`config.mk`:
```
export PLATFORM = sky130hd
export DESIGN_NAME = motion_parameter_decode
export DESIGN_NICKNAME = d
export VERILOG_FILES = /design/src/hdl/motion_pkg.sv /design/src/hdl/hold_current_seq.sv /design/src/hdl/speed_decode.sv /design/src/hdl/motion_parameter_decode.sv
export SDC_FILE = /design/constraint.sdc
export NUM_CORES = 1
export LEC_CHECK = 0
export ABC_AREA = 1
export ABC_CLOCK_PERIOD_IN_PS = 3450
export BUFFER_PORTS_ARGS = -buffer_cell sky130_fd_sc_hd__buf_2
export CAP_MARGIN = 20
export CORE_MARGIN = 2
export CORE_UTILIZATION = 40
export DETAILED_ROUTE_END_ITERATION = 6
export GPL_TIMING_DRIVEN = 0
export MAX_ROUTING_LAYER = met4
export PLACE_DENSITY = 0.65
export SYNTH_ARGS = -nofsm -noshare
export SYNTH_HDL_FRONTEND = slang
export SYNTH_SLANG_ARGS = --single-unit
```
`constraint.sdc`:
```
create_clock -name pclk -period 3.45 [get_ports pclk]
set_input_delay 0.345 -clock pclk [delete_from_list [all_inputs] [get_ports pclk]]
set_output_delay 0.345 -clock pclk [all_outputs]
set_load 0.005 [all_outputs]
```
`src/hdl/motion_pkg.sv`:
```
// Constants, tables and types shared by the motion parameter decoder
package motion_pkg;

	////////////////////////////////////////////////////////////////////////////////
	// Register map
	localparam logic [7:0] OFS_MOTOR    = 8'h00;
	localparam logic [7:0] OFS_FALLBACK = 8'h04;
	localparam logic [7:0] OFS_STATUS   = 8'h08;

	// Motor register fields
	localparam int IRUN_LSB   = 0;
	localparam int IHOLD_LSB  = 4;
	localparam int VMAX_LSB   = 8;
	localparam int VMIN_LSB   = 12;
	localparam int ACC_LSB    = 16;
	localparam int SHAFT_BIT  = 20;
	localparam int USTEP_LSB  = 21;
	localparam int PERMIT_BIT = 23;
	localparam int CONT_BIT   = 24;
	localparam int MOTOR_W    = 25;
	localparam logic [MOTOR_W-1:0] MOTOR_RST = 25'h0000000;

	// Status register fields
	localparam int ST_COIL_LSB = 0;
	localparam int ST_PWM_BIT  = 10;
	localparam int ST_GND_BIT  = 11;
	localparam int ST_SLEEP_BIT = 12;
	localparam int ST_MOVE_BIT = 13;
	localparam int ST_POS_LSB  = 16;

	////////////////////////////////////////////////////////////////////////////////
	// Fallback target
	localparam int FALLBACK_W = 11;
	localparam int NVM_W      = 9;
	localparam int POS_W      = 16;
	localparam int POS_FILL_W = POS_W - FALLBACK_W;
	localparam logic [NVM_W-1:0]      FALLBACK_OFF = 9'h100;
	localparam logic [FALLBACK_W-1:0] FALLBACK_RST = 11'h400;

	////////////////////////////////////////////////////////////////////////////////
	// Current ladder in mA, speeds in full steps/s, ramps in full steps/s^2
	localparam logic [3:0] HOLD_OFF_CODE = 4'hf;
	localparam logic [3:0] LOWEST_CODE   = 4'h0;
	localparam logic [9:0] CURRENT_MA [16] = '{10'h03b, 10'h047, 10'h054, 10'h064, 10'h077, 10'h08d,
		10'h0a8, 10'h0c8, 10'h0ee, 10'h11b, 10'h150, 10'h190, 10'h1dc, 10'h236, 10'h2a1, 10'h320};
	localparam logic [9:0] VMAX_FSPS [16] = '{10'h063, 10'h088, 10'h0a7, 10'h0c5, 10'h0d5, 10'h0e4,
		10'h0f3, 10'h111, 10'h12f, 10'h14e, 10'h16c, 10'h18b, 10'h1c8, 10'h222, 10'h2d9, 10'h3cd};
	localparam logic [15:0] ACC_RATE [16] = '{16'h0031, 16'h00da, 16'h03ec, 16'h0e19, 16'h1854, 16'h2290,
		16'h2c91, 16'h3692, 16'h4093, 16'h4a94, 16'h557e, 16'h5f7f, 16'h6980, 16'h7382, 16'h886d, 16'h9c6f};
	localparam logic [3:0] VMIN_FULL  = 4'h0;
	localparam int         VMIN_SHIFT = 5;

	////////////////////////////////////////////////////////////////////////////////
	// Timing
	localparam int CLK_PERIOD_NS = 100;
	localparam int DROP_TIME_NS  = 100_000;
	localparam int DROP_CYCLES   = (DROP_TIME_NS + CLK_PERIOD_NS - 1) / CLK_PERIOD_NS;

	typedef enum logic [1:0] {
		HS_RUN  = 2'b00,
		HS_HOLD = 2'b01,
		HS_DROP = 2'b10,
		HS_OFF  = 2'b11
	} hold_state_e;

	function automatic logic [9:0] current_ma(input logic [3:0] code);
		return CURRENT_MA[code];
	endfunction

	function automatic logic [4:0] ustep_div(input logic [1:0] code);
		return 5'h02 << code;
	endfunction

endpackage

```
`src/hdl/hold_current_seq.sv`:
```
// Coil current sequencer: run, hold and the staged switch-off
`timescale 1ns/10ps
`default_nettype none

module hold_current_seq #(
	parameter int DROP_CYCLES = motion_pkg::DROP_CYCLES
) (
	input  wire logic       pclk,
	input  wire logic       presetn,
	input  wire logic       motion_active,
	input  wire logic [3:0] irun,
	input  wire logic [3:0] ihold,
	output logic      [9:0] coil_ma_r,
	output logic            pwm_en_r,
	output logic            gnd_r
);
	// The dwell counter is 16 bits wide
	if (DROP_CYCLES < 1 || DROP_CYCLES > 65535) begin
		$error("DROP_CYCLES out of range");
	end

	motion_pkg::hold_state_e state_r;
	motion_pkg::hold_state_e state_nxt;
	logic [15:0]             drop_cnt_r;

	always_comb begin
		state_nxt = state_r;
		unique case (state_r)
			motion_pkg::HS_RUN: begin
				if (!motion_active)
					state_nxt = (ihold == motion_pkg::HOLD_OFF_CODE) ? motion_pkg::HS_DROP : motion_pkg::HS_HOLD;
			end
			motion_pkg::HS_HOLD: begin
				if (motion_active)
					state_nxt = motion_pkg::HS_RUN;
				else if (ihold == motion_pkg::HOLD_OFF_CODE)
					state_nxt = motion_pkg::HS_DROP;
			end
			motion_pkg::HS_DROP: begin
				if (motion_active)
					state_nxt = motion_pkg::HS_RUN;
				else if (drop_cnt_r == 16'(DROP_CYCLES - 1))
					state_nxt = motion_pkg::HS_OFF;
			end
			motion_pkg::HS_OFF: begin
				if (motion_active)
					state_nxt = motion_pkg::HS_RUN;
				else if (ihold != motion_pkg::HOLD_OFF_CODE)
					state_nxt = motion_pkg::HS_HOLD;
			end
		endcase
	end

	always_ff @(posedge pclk or negedge presetn) begin
		if (!presetn) begin
			state_r    <= motion_pkg::HS_RUN;
			drop_cnt_r <= 16'h0000;
		end else begin
			state_r    <= state_nxt;
			drop_cnt_r <= (state_nxt == motion_pkg::HS_DROP && state_r == motion_pkg::HS_DROP) ?
				drop_cnt_r + 16'h0001 : 16'h0000;
		end
	end

	// Outputs follow the next state so they align with the state register
	always_ff @(posedge pclk or negedge presetn) begin
		if (!presetn) begin
			coil_ma_r <= 10'h000;
			pwm_en_r  <= 1'b0;
			gnd_r     <= 1'b0;
		end else begin
			unique case (state_nxt)
				motion_pkg::HS_RUN:  coil_ma_r <= motion_pkg::current_ma(irun);
				motion_pkg::HS_HOLD: coil_ma_r <= motion_pkg::current_ma(ihold);
				motion_pkg::HS_DROP: coil_ma_r <= motion_pkg::current_ma(motion_pkg::LOWEST_CODE);
				motion_pkg::HS_OFF:  coil_ma_r <= 10'h000;
			endcase
			pwm_en_r <= (state_nxt != motion_pkg::HS_OFF);
			gnd_r    <= (state_nxt == motion_pkg::HS_OFF);
		end
	end

endmodule

`default_nettype wire

```
`src/hdl/speed_decode.sv`:
```
// Speed and ramp code decoding
`timescale 1ns/10ps
`default_nettype none

module speed_decode (
	input  wire logic        pclk,
	input  wire logic        presetn,
	input  wire logic [3:0]  vmax_code,
	input  wire logic [3:0]  vmin_code,
	input  wire logic [3:0]  acc_code,
	output logic      [9:0]  vmax_r,
	output logic      [9:0]  vmin_r,
	output logic      [15:0] ramp_r
);
	logic [9:0]  vmax_sel;
	logic [13:0] vmin_prod;

	assign vmax_sel  = motion_pkg::VMAX_FSPS[vmax_code];
	assign vmin_prod = vmax_sel * vmin_code;

	always_ff @(posedge pclk or negedge presetn) begin
		if (!presetn) begin
			vmax_r <= 10'h000;
			vmin_r <= 10'h000;
			ramp_r <= 16'h0000;
		end else begin
			vmax_r <= vmax_sel;
			vmin_r <= (vmin_code == motion_pkg::VMIN_FULL) ? vmax_sel :
				10'(vmin_prod >> motion_pkg::VMIN_SHIFT);
			ramp_r <= motion_pkg::ACC_RATE[acc_code];
		end
	end

endmodule

`default_nettype wire

```
`src/hdl/motion_parameter_decode.sv`:
```
// Motion parameter decoder top: APB registers, fallback target, sleep decisions
`timescale 1ns/10ps
`default_nettype none

module motion_parameter_decode #(
	parameter int ADDR_W      = 8,
	parameter int DROP_CYCLES = motion_pkg::DROP_CYCLES
) (
	input  wire logic              pclk,
	input  wire logic              presetn,
	input  wire logic              psel,
	input  wire logic              penable,
	input  wire logic              pwrite,
	input  wire logic [ADDR_W-1:0] paddr,
	input  wire logic [31:0]       pwdata,
	output logic      [31:0]       prdata,
	output logic                   pready,
	output logic                   pslverr,
	input  wire logic              motion_active,
	input  wire logic [15:0]       act_pos,
	input  wire logic              bus_lost,
	input  wire logic              err_overflow,
	input  wire logic              bus_timeout,
	input  wire logic              sleep_cmd,
	input  wire logic              standby_or_shutdown,
	input  wire logic              failure_present,
	input  wire logic              wake,
	input  wire logic              nvm_load,
	input  wire logic [8:0]        nvm_fallback,
	output logic      [9:0]        coil_current_ma,
	output logic                   pwm_enable,
	output logic                   low_side_ground,
	output logic      [4:0]        microstep_div,
	output logic                   dir_cw,
	output logic      [15:0]       ramp_rate,
	output logic      [9:0]        vmax_fsps,
	output logic      [9:0]        vmin_fsps,
	output logic                   fallback_go,
	output logic      [15:0]       fallback_pos,
	output logic                   sleep_req,
	output logic                   stop_req
);
	// The status offset needs four address bits
	if (ADDR_W < 4 || ADDR_W > 32) begin
		$error("ADDR_W out of range");
	end

	////////////////////////////////////////////////////////////////////////////////
	// Register storage and field views
	logic [motion_pkg::MOTOR_W-1:0]    motor_r;
	logic [motion_pkg::FALLBACK_W-1:0] fallback_r;
	logic [3:0]                        irun;
	logic [3:0]                        ihold;
	logic [1:0]                        microstep_resolution;
	logic                              auto_sleep_permit;
	logic                              continuous_speed_mode;
	logic                              shaft;
	logic                              fallback_off;
	logic                              apb_access;
	logic                              apb_done;
	logic                              ofs_hit;

	assign irun                  = motor_r[motion_pkg::IRUN_LSB +: 4];
	assign ihold                 = motor_r[motion_pkg::IHOLD_LSB +: 4];
	assign microstep_resolution  = motor_r[motion_pkg::USTEP_LSB +: 2];
	assign auto_sleep_permit     = motor_r[motion_pkg::PERMIT_BIT];
	assign continuous_speed_mode = motor_r[motion_pkg::CONT_BIT];
	assign shaft                 = motor_r[motion_pkg::SHAFT_BIT];
	assign fallback_off = (fallback_r[motion_pkg::FALLBACK_W-1:2] == motion_pkg::FALLBACK_OFF);

	////////////////////////////////////////////////////////////////////////////////
	// APB slave: one wait state, write lands on the edge that sees pready high
	assign apb_access = psel && penable;
	assign apb_done   = apb_access && pready;
	// Status is read-only: a write to it is dropped and raises no error

	function automatic logic reg_hit(input logic [7:0] ofs, input logic [ADDR_W-1:0] addr);
		return (ADDR_W > 8) ? (addr == ADDR_W'(ofs)) : (ofs == 8'(addr));
	endfunction

	assign ofs_hit = reg_hit(motion_pkg::OFS_MOTOR, paddr) || reg_hit(motion_pkg::OFS_FALLBACK, paddr) ||
		reg_hit(motion_pkg::OFS_STATUS, paddr);

	always_ff @(posedge pclk or negedge presetn) begin
		if (!presetn) begin
			pready  <= 1'b0;
			pslverr <= 1'b0;
			prdata  <= 32'h00000000;
		end else begin
			pready  <= apb_access && !pready;
			pslverr <= apb_access && !pready && !ofs_hit;
			if (apb_access && !pready && !pwrite) begin
				prdata <= 32'h00000000;
				if (reg_hit(motion_pkg::OFS_MOTOR, paddr))
					prdata <= 32'(motor_r);
				else if (reg_hit(motion_pkg::OFS_FALLBACK, paddr))
					prdata <= 32'(fallback_r);
				else if (reg_hit(motion_pkg::OFS_STATUS, paddr)) begin
					prdata[motion_pkg::ST_COIL_LSB +: 10] <= coil_current_ma;
					prdata[motion_pkg::ST_PWM_BIT]        <= pwm_enable;
					prdata[motion_pkg::ST_GND_BIT]        <= low_side_ground;
					prdata[motion_pkg::ST_SLEEP_BIT]      <= sleep_req;
					prdata[motion_pkg::ST_MOVE_BIT]       <= motion_active;
					prdata[motion_pkg::ST_POS_LSB +: 16]  <= fallback_pos;
				end
			end else if (!apb_access) begin
				prdata <= 32'h00000000;
			end
		end
	end

	always_ff @(posedge pclk or negedge presetn) begin
		if (!presetn)
			motor_r <= motion_pkg::MOTOR_RST;
		else if (apb_done && pwrite && reg_hit(motion_pkg::OFS_MOTOR, paddr))
			motor_r <= pwdata[motion_pkg::MOTOR_W-1:0];
	end

	// The nonvolatile load wins over a bus write in the same cycle
	always_ff @(posedge pclk or negedge presetn) begin
		if (!presetn)
			fallback_r <= motion_pkg::FALLBACK_RST;
		else if (nvm_load)
			fallback_r <= {nvm_fallback, 2'b00};
		else if (apb_done && pwrite && reg_hit(motion_pkg::OFS_FALLBACK, paddr))
			fallback_r <= pwdata[motion_pkg::FALLBACK_W-1:0];
	end

	////////////////////////////////////////////////////////////////////////////////
	// Coil current and speed decoding
	hold_current_seq #(
		.DROP_CYCLES (DROP_CYCLES)
	) u_hold (
		.pclk          (pclk),
		.presetn       (presetn),
		.motion_active (motion_active),
		.irun          (irun),
		.ihold         (ihold),
		.coil_ma_r     (coil_current_ma),
		.pwm_en_r      (pwm_enable),
		.gnd_r         (low_side_ground)
	);

	speed_decode u_speed (
		.pclk      (pclk),
		.presetn   (presetn),
		.vmax_code (motor_r[motion_pkg::VMAX_LSB +: 4]),
		.vmin_code (motor_r[motion_pkg::VMIN_LSB +: 4]),
		.acc_code  (motor_r[motion_pkg::ACC_LSB +: 4]),
		.vmax_r    (vmax_fsps),
		.vmin_r    (vmin_fsps),
		.ramp_r    (ramp_rate)
	);

	////////////////////////////////////////////////////////////////////////////////
	// Step resolution and direction
	always_ff @(posedge pclk or negedge presetn) begin
		if (!presetn)
			microstep_div <= 5'h02;
		else
			microstep_div <= motion_pkg::ustep_div(microstep_resolution);
	end

	// Direction freezes in continuous-speed mode rather than following the bit
	always_ff @(posedge pclk or negedge presetn) begin
		if (!presetn)
			dir_cw <= 1'b0;
		else if (!continuous_speed_mode)
			dir_cw <= shaft;
	end

	////////////////////////////////////////////////////////////////////////////////
	// Fallback target on bus loss or error overflow
	// Position is only loaded on an event, so it stands until the next one
	always_ff @(posedge pclk or negedge presetn) begin
		if (!presetn) begin
			fallback_go  <= 1'b0;
			fallback_pos <= 16'h0000;
		end else begin
			fallback_go <= bus_lost || err_overflow;
			if (bus_lost || err_overflow) begin
				if (fallback_off)
					fallback_pos <= act_pos;
				else
					fallback_pos <= {fallback_r, {motion_pkg::POS_FILL_W{1'b0}}};
			end
		end
	end

	////////////////////////////////////////////////////////////////////////////////
	// Sleep and stop decisions; a sleep cause in the wake cycle still sleeps
	logic sleep_set;
	logic stop_set;

	assign sleep_set = (bus_timeout && (auto_sleep_permit || standby_or_shutdown)) ||
		(sleep_cmd && auto_sleep_permit);
	assign stop_set = (bus_timeout && !auto_sleep_permit && !standby_or_shutdown && !failure_present) ||
		(sleep_cmd && !auto_sleep_permit);

	always_ff @(posedge pclk or negedge presetn) begin
		if (!presetn)
			sleep_req <= 1'b0;
		else if (sleep_set)
			sleep_req <= 1'b1;
		else if (wake)
			sleep_req <= 1'b0;
	end

	always_ff @(posedge pclk or negedge presetn) begin
		if (!presetn)
			stop_req <= 1'b0;
		else
			stop_req <= stop_set;
	end
endmodule

`default_nettype wire

```
# [Word-level counts from Yosys, hierarchy flattened]
# Memories as Yosys holds them, arrays and structs flattened. A register that Yosys moved wholly into a read port is not among the register bits.
# Index checks and enable logic that the tools add are counted.
[totals] out_inout_bits=107 wordCells=110 regBits=145 mem_bits_ro=736 inputBits=79 memories=4
[mem_list] memory="(name not given)" words=16 width=16 read_ports=1 rd_ports_with_merged_regs=1 wr=0 line_no="speed_decode.sv:30" text="ramp_r <= motion_pkg::ACC_RATE[acc_code];"
[mem_list] memory="(name not given)" words=16 width=10 read_ports=1 rd_ports_with_merged_regs=0 wr=0 line_no="motion_pkg.sv:67" text="return CURRENT_MA[code];"
[mem_list] memory="(name not given)" words=16 width=10 read_ports=1 rd_ports_with_merged_regs=0 wr=0 line_no="speed_decode.sv:18" text="assign vmax_sel = motion_pkg::VMAX_FSPS[vmax_code];"
[mem_list] memory="(name not given)" words=16 width=10 read_ports=1 rd_ports_with_merged_regs=0 wr=0 line_no="motion_pkg.sv:67"
[classes] eq_ne=14 add_sub_neg=1 bitwise=4 mul=1 mux=30 shifts=1 reduce_logical=34 n_lt_le_gt_ge=3
[ops] op="$mux 32" n=3
[ops] op="$mux 10" n=7
[ops] op="$mux 16" n=4
[ops] op="$pmux 10 s4" n=1
[ops] op="$mux 14" n=2
[ops] op="$mux 11" n=2
[ops] op="$not 4->5" n=4
[ops] op="$add 16x1->16 const B" n=1
[ops] op="$eq 16x10->1 const B" n=1
[ops] op="$mux 2" n=8
[ops] op="$ge 5x5->1 const B" n=3
[ops] op="$logic_and 1x1->1" n=15
[ops] op="$mul 10x4->14" n=1
[ops] op="$eq 9x9->1 const B" n=1
[ops] op="$eq 2x2->1 const B" n=4
[ops] op="$eq 3x8->1 const A" n=1
[ops] op="$eq 4x8->1 const A" n=1
[ops] op="$logic_not 8->1" n=1
[ops] op="$pmux 2 s4" n=1
[ops] op="$logic_not 1->1" n=7
[ops] op="$logic_or 1x1->1" n=6
[ops] op="$shl 2x2->5 const A" n=1
[ops] op="$eq 2x1->1 const B" n=2
[ops] op="$eq 4x4->1 const B" n=1
[ops] op="7 further kinds" n=10

# [Depth between registers and ports, before layout]
# Gate-level depths: netlist (run 1).
[depth] word_depth=7 depth_mapped=21

# [Modules after synthesis]
# A second synthesis (run 1) with hierarchy kept.
[hier_totals] cells_unflattened=1166 hier_area_um2=9397.8
[modules_own_cells] mod="motion_parameter_decode" cells_per_inst=547 area_each_um2=4534.3 instances=1
[modules_own_cells] mod="speed_decode" cells_per_inst=361 area_each_um2=2920.3 instances=1
[modules_own_cells] mod="hold_current_seq" cells_per_inst=258 area_each_um2=1943.1 instances=1

# [Least setup slack after synthesis (run 1)]
# OpenSTA, ideal clock, no wires.
[synth_path] kind="register to register" startpoint="reg motor_r[8] in the netlist's numbering" endpoint="reg u_speed.vmin_r[7]" n_path_buf=0 period_less_slack_ns=3.546 slack_ns=-0.096 stages_incl_launch_ff=19 arrival_ns=3.422 cell_sequence="dfrtp_1 > inv_1 > ha_1 > nand2_1 > o211ai_1 > nand2_1 > nor2_1 > fa_1 > inv_1 > fa_1 > inv_1 > ha_1 > a21o_1 > a21oi_1 > o21ai_0 > a21oi_1 > nand2_1 > a21oi_1 > a21oi_1"
[synth_via] elab_chain_cells=6
[synth_rtl] element="start, declared" line_no="motion_parameter_decode.sv:50" text="logic [motion_pkg::MOTOR_W-1:0] motor_r;"
[synth_rtl] element="start signal, assigned" line_no="motion_parameter_decode.sv:114" text="motor_r <= motion_pkg::MOTOR_RST;"
[synth_rtl] element="start signal, assigned" line_no="motion_parameter_decode.sv:116" text="motor_r <= pwdata[motion_pkg::MOTOR_W-1:0];"
[synth_rtl] element="$not 4->5 (implied by the code) *" line_no="speed_decode.sv:18"
[synth_rtl] element="$mem_v2 16x10 *"
[synth_rtl] element="$mux 10 (implied by the code) * (2 in a row)" line_no="speed_decode.sv:18"
[synth_rtl] element="$mul 10x4->14" line_no="speed_decode.sv:19" text="assign vmin_prod = vmax_sel * vmin_code;"
[synth_rtl] element="$mux 10 *" line_no="speed_decode.sv:28" text="vmin_r <= (vmin_code == motion_pkg::VMIN_FULL) ? vmax_sel :"
[synth_rtl] element="end signal, assigned" line_no="speed_decode.sv:28"
[synth_rtl] element="end, declared" line_no="speed_decode.sv:12" text="output logic [9:0] vmin_r,"
# Every way passes the cells marked *; elsewhere a longest branch is shown, timed or not. The select of a mux whose other input is x is not followed.
# A chain may end at the register's enable or synchronous reset.

# [Final worst setup path (run 1)]
[layout_path] startpoint="reg motor_r[8] in the netlist's numbering" endpoint="reg u_speed.vmin_r[6]"
[layout_via] elab_chain_cells=6
[layout_rtl] element="$not 4->5 (implied by the code)" line_no="speed_decode.sv:18"
[layout_rtl] element="$mem_v2 16x10"
[layout_rtl] element="$mux 10 (implied by the code) (2 in a row)" line_no="speed_decode.sv:18"
[layout_rtl] element="net u_speed.vmax_sel[2]" line_no="speed_decode.sv:15" text="logic [9:0] vmax_sel;"
[layout_rtl] element="$mul 10x4->14" line_no="speed_decode.sv:19"
[layout_rtl] element="$mux 10" line_no="speed_decode.sv:28"
# The timed path passes the listed nets, and every way through them passes these cells. The select of a mux whose other input is x is not followed.

==> flow_summary.yaml, run 1 <==
timing:
  worst_margin_slew_ns: 0.754
  period_share_pct: 101
  timing.final.setup_violations: 1
  report.final.hold_viol_count: 0
  maxSlewHeadroom_pct: 49.7
  fin_setup_tns_ns: -0.0227
  finalMaxSlewViolations: 0
  rsz0062_at_grt: "true"
  fin_skew_ns: 0.0134
  post-route-worst-setup-slack_ns: -0.0227
  finalWorstPathRequiredPeriod_ns: 3.47
  max_freq_mhz: 288
drt:
  detail_route.vias_per_cell: 5.09
  detailedRoute.firstPassIterationCount: 5
  routed-via-count: 7709
  routed_wl_mm: 24.7
  drc_markers: 0
  drt_iter0_markers: 475
  number_of_nets_still_failing_antenna_checks_after_routing: 0
  detail_route.wl_per_cell_um: 16.3
floorplan:
  y_dimension_of_the_die_um: 150
  area_of_the_die_mm2: 0.0224
  chipWidth_um: 150
  ports: 186
  rows: 53
  core_area_mm2: 0.0209
  initial_core_util_pct: 40.5
layout:
  layout_commonest_cell: "sky130_fd_sc_hd__buf_2"
  final_cell_mix: "sky130_fd_sc_hd__buf_2 (184), sky130_fd_sc_hd__nand2_1 (170), sky130_fd_sc_hd__dfrtp_1 (155), sky130_fd_sc_hd__inv_1 (129), sky130_fd_sc_hd__nor2_1 (95)"
  area_growth_syn_to_layout_pct: 29.8
  fillerInstances: 1935
  drive_gt1_share_pct: 28.9
  count_of_nets_after_finishing: 1362
  finish.utilization_pct: 52.6
clock_network:
  numCtsBuffers: 17
  cts_max_path_buffers: 2
  clock-root-buffer: "sky130_fd_sc_hd__clkbuf_16"
  cts_tree: "yes"
  worst_setup_hold_path_clk_slew_ns: 0.07
  cts.sinks: 160
  cts.htree.levels: 4
  skew_pair_late_insertion_delay_ns: 0.44
power:
  p_leak_nw: 5.35
  power_density_mw_per_mm2: 395
  ir_worst_vdd_v: 0.000323
  fin_total_pwr_mw: 4.34
worst_setup_path:
  arrival_ns: 3.78
  worst_setup_path_end_kind: "flop"
  critical_path_required_ns: 3.76
  startpoint_type: "flop"
  critical_path.max_fanout: 4
  critical_path_class: "reg2reg"
status:
  violations: "setup timing"
  status: "complete, but fails checks"
placement:
  port-buffer-count: 177
  dp_hpwl_mm: 18.3
  preCtsSetupSlack_ns: -0.543
  place_congestion: 0.915
global_route:
  first_pass_grt_wire_length_mm: 38.0
  grt_use_total_pct: 22.7
  number_of_antenna_violations_at_the_first_check_in_global_routing: 1
  grt_overflow_total: 0
  first_global_vias: 7228
  grt_max_degree: 88
logic_synthesis:
  post_synth_inst_count: 1007
  synth_cell_type_count: 50
  synthXorXnorAreaFrac_pct: 0.414
  synthMuxAreaShare_pct: 0.177
  yosys_register_bits: 160
  syn_area_mm2: 0.00847
  combinational_family_with_the_most_area_after_synthesis: "simple AND/OR/NAND/NOR gates"
  mappedNetlistNets: 1142
  synth_simple_gate_area_share_pct: 18.4
  synth_compound_gate_area_share_pct: 15.4
  synth.avg_cell_area_um2: 8.41
  yosys_warnings: 0
  synth-seq-area-share_pct: 47.3
  post_synth_fa_ha_maj_area_fraction_pct: 9.60
  ys_dominant_reg_cell: "sky130_fd_sc_hd__dfrtp_1"
  synth-edff-count: 0
  async_reset_ff_share_pct: 100
worst_hold_path:
  class_of_the_tightest_hold_or_removal_check: "in2reg"
run:
  cap_violations: 0
critical path, stage by stage, from the launching register on:
cell and delay (ns):
sky130_fd_sc_hd__dfrtp_2 0.46, sky130_fd_sc_hd__buf_6 0.15, sky130_fd_sc_hd__ha_4 0.16, sky130_fd_sc_hd__o211ai_1 0.20, sky130_fd_sc_hd__nand2_2 0.12, sky130_fd_sc_hd__buf_6 0.14
sky130_fd_sc_hd__inv_4 0.06, sky130_fd_sc_hd__nand2_2 0.05, sky130_fd_sc_hd__fa_2 0.35, sky130_fd_sc_hd__fa_1 0.55, sky130_fd_sc_hd__inv_2 0.05, sky130_fd_sc_hd__ha_4 0.26
sky130_fd_sc_hd__a21oi_4 0.19, sky130_fd_sc_hd__o21ai_2 0.09, sky130_fd_sc_hd__a21oi_2 0.15, sky130_fd_sc_hd__o21ai_2 0.08, sky130_fd_sc_hd__xor2_1 0.16, sky130_fd_sc_hd__nand2_1 0.05
sky130_fd_sc_hd__o21ai_1 0.08
registers in the layout (all words and copies together), names as in the netlist:
name,count
dir_cw,1
fallback_go,1
fallback_pos,16
fallback_r,11
microstep_div,4
motor_r,25
prdata,32
pready,1
pslverr,1
sleep_req,1
stop_req,1
u_hold.coil_ma_r,10
u_hold.drop_cnt_r,16
u_hold.gnd_r,1
u_hold.pwm_en_r,1
u_hold.state_r,2
u_speed.ramp_r,16
u_speed.vmax_r,10
u_speed.vmin_r,10
power by group:
part	switching, mW	total, mW	internal (mW)
sequential	0.0298	1.95	1.92
combinational	0.240	0.405	0.165
clock	0.874	1.98	1.11
total	1.14	4.34	3.20
worst paths after layout:
path                       cells past startpoint  slack (ns)                      endpoint                    start
min in group asynchronous                      2        0.45  u_speed.ramp_r[15]$_DFF_PN0_                  presetn
max reg2reg                                   18       -0.02   u_speed.vmin_r[6]$_DFF_PN0_   motor_r[8]$_DFFE_PN0P_
max in group asynchronous                      3        2.17    fallback_r[10]$_DFFE_PN1P_                  presetn
min                                            2         0.1            stop_req$_DFF_PN0_          failure_present
min reg2reg                                    1        0.44    microstep_div[1]$_DFF_PN1_  motor_r[21]$_DFFE_PN0P_
max                                           18       -0.02   u_speed.vmin_r[6]$_DFF_PN0_   motor_r[8]$_DFFE_PN0P_
logic make-up after synthesis:
| kind of cell | Yosys count |
|---|---|
| and+or+nand+nor | 370 |
| AOI/OAI and AO/OA | 227 |
| buffers and inverters | 188 |
| DFF | 160 |
| adders and majority gates | 56 |
| xor gates and xnor gates | 4 |
| other | 1 |
| muxes | 1 |
routing by layer:
| layer | vias to the layer above | wire length (um) | GRT usage [%] |
|---|---|---|---|
| met5 | - | 0 | - |
| met4 | 0 | 459 | 6.29 |
| met3 | 27 | 1240 | 3.17 |
| met2 | 253 | 11800 | 36.3 |
| met1 | 3682 | 11200 | 30.3 |
| li1 | 3747 | - | - |
metrics by stage:
step                std cells  hold WS (ns)  area (um2)
floorplan                1007        0.0494        8470
global placement         1459         0.425        9700
detailed placement       1460         0.344        9740
CTS                      1507        0.0834       10700
global route             1516        0.0859       11000
finish                   1516        0.0997       11000
what timing repair did:
item / in CTS / in global routing
setup buffers: 15 / 10
endpoints found under the hold margin: 72 / 0
resized for setup: 59 / 69
hold buffers: 1 / 0
pin swaps: 23 / 43
setup endpoints to repair: 9 / 9
synthesized netlist by cell type (all sizes together) (3+ instances only):
cell type	number	share of area, %
nand4	7	0.59
nand2	188	8.4
nand3	30	1.8
a21oi	54	3.2
o211ai	6	0.59
clkinv	9	0.40
inv	148	6.6
nor2	117	5.3
nor3	11	0.65
a31oi	12	0.89
o221ai	12	1.2
dfrtp	158	47
nor4	4	0.55
fa	15	3.5
clkbuf	17	0.75
xnor2	3	0.31
o21ai	98	5.8
buf	14	0.95
nand3b	5	0.44
o22ai	29	2.1
nor3b	5	0.44
o21a	4	0.35
o31ai	3	0.27
ha	41	6.1
cell type report:
cell class              count  area (um2)  share of cell area (%)
multi-input cells         659        4140                    37.7
flip-flops and latches    160        4010                    36.5
well taps                 275         344                    3.13
clock inverters            15         196                    1.79
repair buffers            204        1140                    10.3
diodes                      1        2.50                  0.0228
clock buffers              17         425                    3.87
inverters                 157         597                    5.43
plain buffers              28         138                    1.25
(Power assumes the default switching activity.)
==> inputs of run 2 (changes only) <==
--- a/config.mk
+++ b/config.mk
@@ -6,13 +6,14 @@
 export NUM_CORES = 1
 export LEC_CHECK = 0
 export ABC_AREA = 1
-export ABC_CLOCK_PERIOD_IN_PS = 3450
 export BUFFER_PORTS_ARGS = -buffer_cell sky130_fd_sc_hd__buf_2
 export CAP_MARGIN = 20
 export CORE_MARGIN = 2
 export CORE_UTILIZATION = 40
+export CTS_BUF_LIST = sky130_fd_sc_hd__clkbuf_8
 export DETAILED_ROUTE_END_ITERATION = 6
 export GPL_TIMING_DRIVEN = 0
+export HOLD_SLACK_MARGIN = 0.06
 export MAX_ROUTING_LAYER = met4
 export PLACE_DENSITY = 0.65
 export SYNTH_ARGS = -nofsm -noshare
==> run 2 against run 1 <==
Compared with the run above: the run still ends with setup timing left; sequential power about the same; power down 11%; maximum frequency down 0.79%; worst setup slack worse by 0.028 ns; critical endpoint unchanged; largest cell class unchanged.
==> flow_summary.yaml, run 2 (synthesized netlist as in run 1, its figures left out) <==
status:
  status: "complete, but fails checks"
  violations: "setup timing"
drt:
  detailedRoute.firstPassIterationCount: 6
  detail_route.wl_per_cell_um: 16.3
  number_of_nets_still_failing_antenna_checks_after_routing: 0
  routed-via-count: 7732
  routed_wl_mm: 24.8
  detail_route.vias_per_cell: 5.09
  drt_iter0_markers: 460
  drc_markers: 0
clock_network:
  cts_max_path_buffers: 2
  cts.sinks: 160
  cts_tree: "yes"
  skew_pair_late_insertion_delay_ns: 0.48
  numCtsBuffers: 17
  cts.htree.levels: 4
  clock-root-buffer: "sky130_fd_sc_hd__clkbuf_8"
  worst_setup_hold_path_clk_slew_ns: 0.10
timing:
  timing.final.setup_violations: 1
  max_freq_mhz: 286
  period_share_pct: 101
  finalMaxSlewViolations: 0
  fin_skew_ns: 0.0172
  worst_margin_slew_ns: 0.750
  post-route-worst-setup-slack_ns: -0.0502
  rsz0062_at_grt: "true"
  report.final.hold_viol_count: 0
  finalWorstPathRequiredPeriod_ns: 3.50
  maxSlewHeadroom_pct: 50.0
placement:
  dp_hpwl_mm: 18.3
  dpl-instance-area_mm2: 0.00974
  port-buffer-count: 177
  preCtsSetupSlack_ns: -0.543
  place_congestion: 0.915
global_route:
  first_pass_grt_wire_length_mm: 37.9
  grt_max_degree: 88
  first_global_vias: 7161
  grt_overflow_total: 0
  grt_use_total_pct: 22.7
  number_of_antenna_violations_at_the_first_check_in_global_routing: 1
layout:
  regMostFlops: "prdata"
  drive_gt1_share_pct: 28.3
  count_of_nets_after_finishing: 1364
  register_area_mm2: 0.00401
  design_area_mm2: 0.0108
  layout_commonest_cell: "sky130_fd_sc_hd__buf_2"
  final_cell_mix: "sky130_fd_sc_hd__buf_2 (184), sky130_fd_sc_hd__nand2_1 (168), sky130_fd_sc_hd__dfrtp_1 (155), sky130_fd_sc_hd__inv_1 (132), sky130_fd_sc_hd__nor2_1 (99)"
  multi_input_comb_area_mm2: 0.00413
  flip_flop_count_of_the_largest_register_all_copies_and_words_added: 32
  reg_top3: "prdata: 32 flops, motor_r: 25 flops"
  area_growth_syn_to_layout_pct: 27.6
  fillerInstances: 1973
worst_setup_path:
  critical_path_required_ns: 3.81
  rr_endpoint: "u_speed.vmin_r[6]$_DFF_PN0_"
  critical_path.max_fanout: 4
  arrival_ns: 3.86
  worst_setup_path_endpoint: "u_speed.vmin_r[6]$_DFF_PN0_"
  reg2reg_depth: 19
  startpoint_type: "flop"
  ff2ff_setup_slack_ns: -0.05
  worst_setup_path_end_kind: "flop"
  critical_path_class: "reg2reg"
  timing.critical_path.from: "motor_r[9]$_DFFE_PN0P_"
  rr_startpoint: "motor_r[9]$_DFFE_PN0P_"
floorplan:
  rows: 53
  y_dimension_of_the_die_um: 150
  area_of_the_die_mm2: 0.0224
  core_area_mm2: 0.0209
  chipWidth_um: 150
  initial_core_util_pct: 40.5
  ports: 186
worst_hold_path:
  class_of_the_tightest_hold_or_removal_check: "in2reg"
power:
  ir_worst_vdd_v: 0.000232
  p_leak_nw: 5.28
  power_density_mw_per_mm2: 357
  fin_total_pwr_mw: 3.86
run:
  cap_violations: 0
==> run 2: cell count changes in the layout (fill, tap and decap cells not counted), moves of 4 or more <==
cell | previous run | this run
sky130_fd_sc_hd__nor2_1 | 95 | 99
sky130_fd_sc_hd__nor2_2 | 18 | 14
sky130_fd_sc_hd__nand2_2 | 13 | 17
sky130_fd_sc_hd__clkbuf_8 | 0 | 17
sky130_fd_sc_hd__clkbuf_16 | 17 | 0
==> run 2: through the flow <==
stage	hold WS, ns	cells	utilization [%]	TNS [ns]
3_3_place_gp	0.425	1459	46.5	-61.27
2_1_floorplan	0.0494	1007	-	-0.0283
6_report	0.0978	1518	51.7	-0.0502
3_5_place_dp	0.344	1460	46.6	-2.67
4_1_cts	0.0884	1509	50.4	0
5_1_grt	0.0870	1518	51.7	-1.03
==> run 2: per-layer routing <==
layer	share of wire (%)	routed length (um)	vias up	GRT usage [%]
li1	-	-	3738	-
met1	45	11200	3725	30.1
met2	48	11900	238	36.5
met3	4.7	1170	31	2.96
met4	1.9	465	0	6.76
met5	0	0	-	-
==> run 2: power by group <==
part	leakage (nW)	switching, mW	internal (mW)
Sequential	1.96	0.0305	1.92
Clock	0.211	0.817	0.681
Combinational	3.11	0.242	0.166
Total	5.28	1.09	2.77
==> run 2: what timing repair did <==
item                                    4_1_cts  5_1_grt
pin swaps                                    21       44
resized for setup                            60       58
hold endpoints to repair                     74        0
setup buffers                                14        9
endpoints found under the setup margin        9        9
hold buffers                                  4        0
==> run 2: worst min-delay path by stage <==
stage / startpoint / end / cells past startpoint
after floorplan: presetn / dir_cw$_DFFE_PN0N_ / 0
after global placement: motor_r[21]$_DFFE_PN0P_ / microstep_div[1]$_DFF_PN1_ / 1
after detailed placement: presetn / u_speed.ramp_r[2]$_DFF_PN0_ / 1
after CTS: pwdata[24] / motor_r[24]$_DFFE_PN0P_ / 2
after global routing: pwdata[24] / motor_r[24]$_DFFE_PN0P_ / 2
final: pwdata[24] / motor_r[24]$_DFFE_PN0P_ / 2
==> run 2: cell type report <==
cell class	count	share of cell area [%]
Tap cell	275	3.19
Clock inverter	15	1.82
Buffer	29	1.31
Antenna cell	1	0.0232
Multi-Input combinational cell	659	38.2
Sequential cell	160	37.1
Timing Repair Buffer	205	10.7
Clock buffer	17	2.17
Inverter	157	5.50
==> run 2: worst max-delay path, cell delays in order, from the launching register on <==
cell                      delay (ns)
sky130_fd_sc_hd__dfrtp_2        0.45
sky130_fd_sc_hd__inv_4          0.07
sky130_fd_sc_hd__ha_4           0.28
sky130_fd_sc_hd__nand2_2        0.07
sky130_fd_sc_hd__nand2_1        0.06
sky130_fd_sc_hd__nand2_1        0.05
sky130_fd_sc_hd__nand2_2        0.11
sky130_fd_sc_hd__nor2_2         0.05
sky130_fd_sc_hd__fa_1           0.55
sky130_fd_sc_hd__inv_1          0.05
sky130_fd_sc_hd__fa_1           0.53
sky130_fd_sc_hd__inv_1          0.06
sky130_fd_sc_hd__ha_4           0.24
sky130_fd_sc_hd__a21oi_2        0.20
sky130_fd_sc_hd__o21ai_2        0.09
sky130_fd_sc_hd__a21oi_2        0.14
sky130_fd_sc_hd__o21ai_2        0.08
sky130_fd_sc_hd__xor2_1         0.16
sky130_fd_sc_hd__nand2_1        0.06
sky130_fd_sc_hd__o21ai_1        0.08
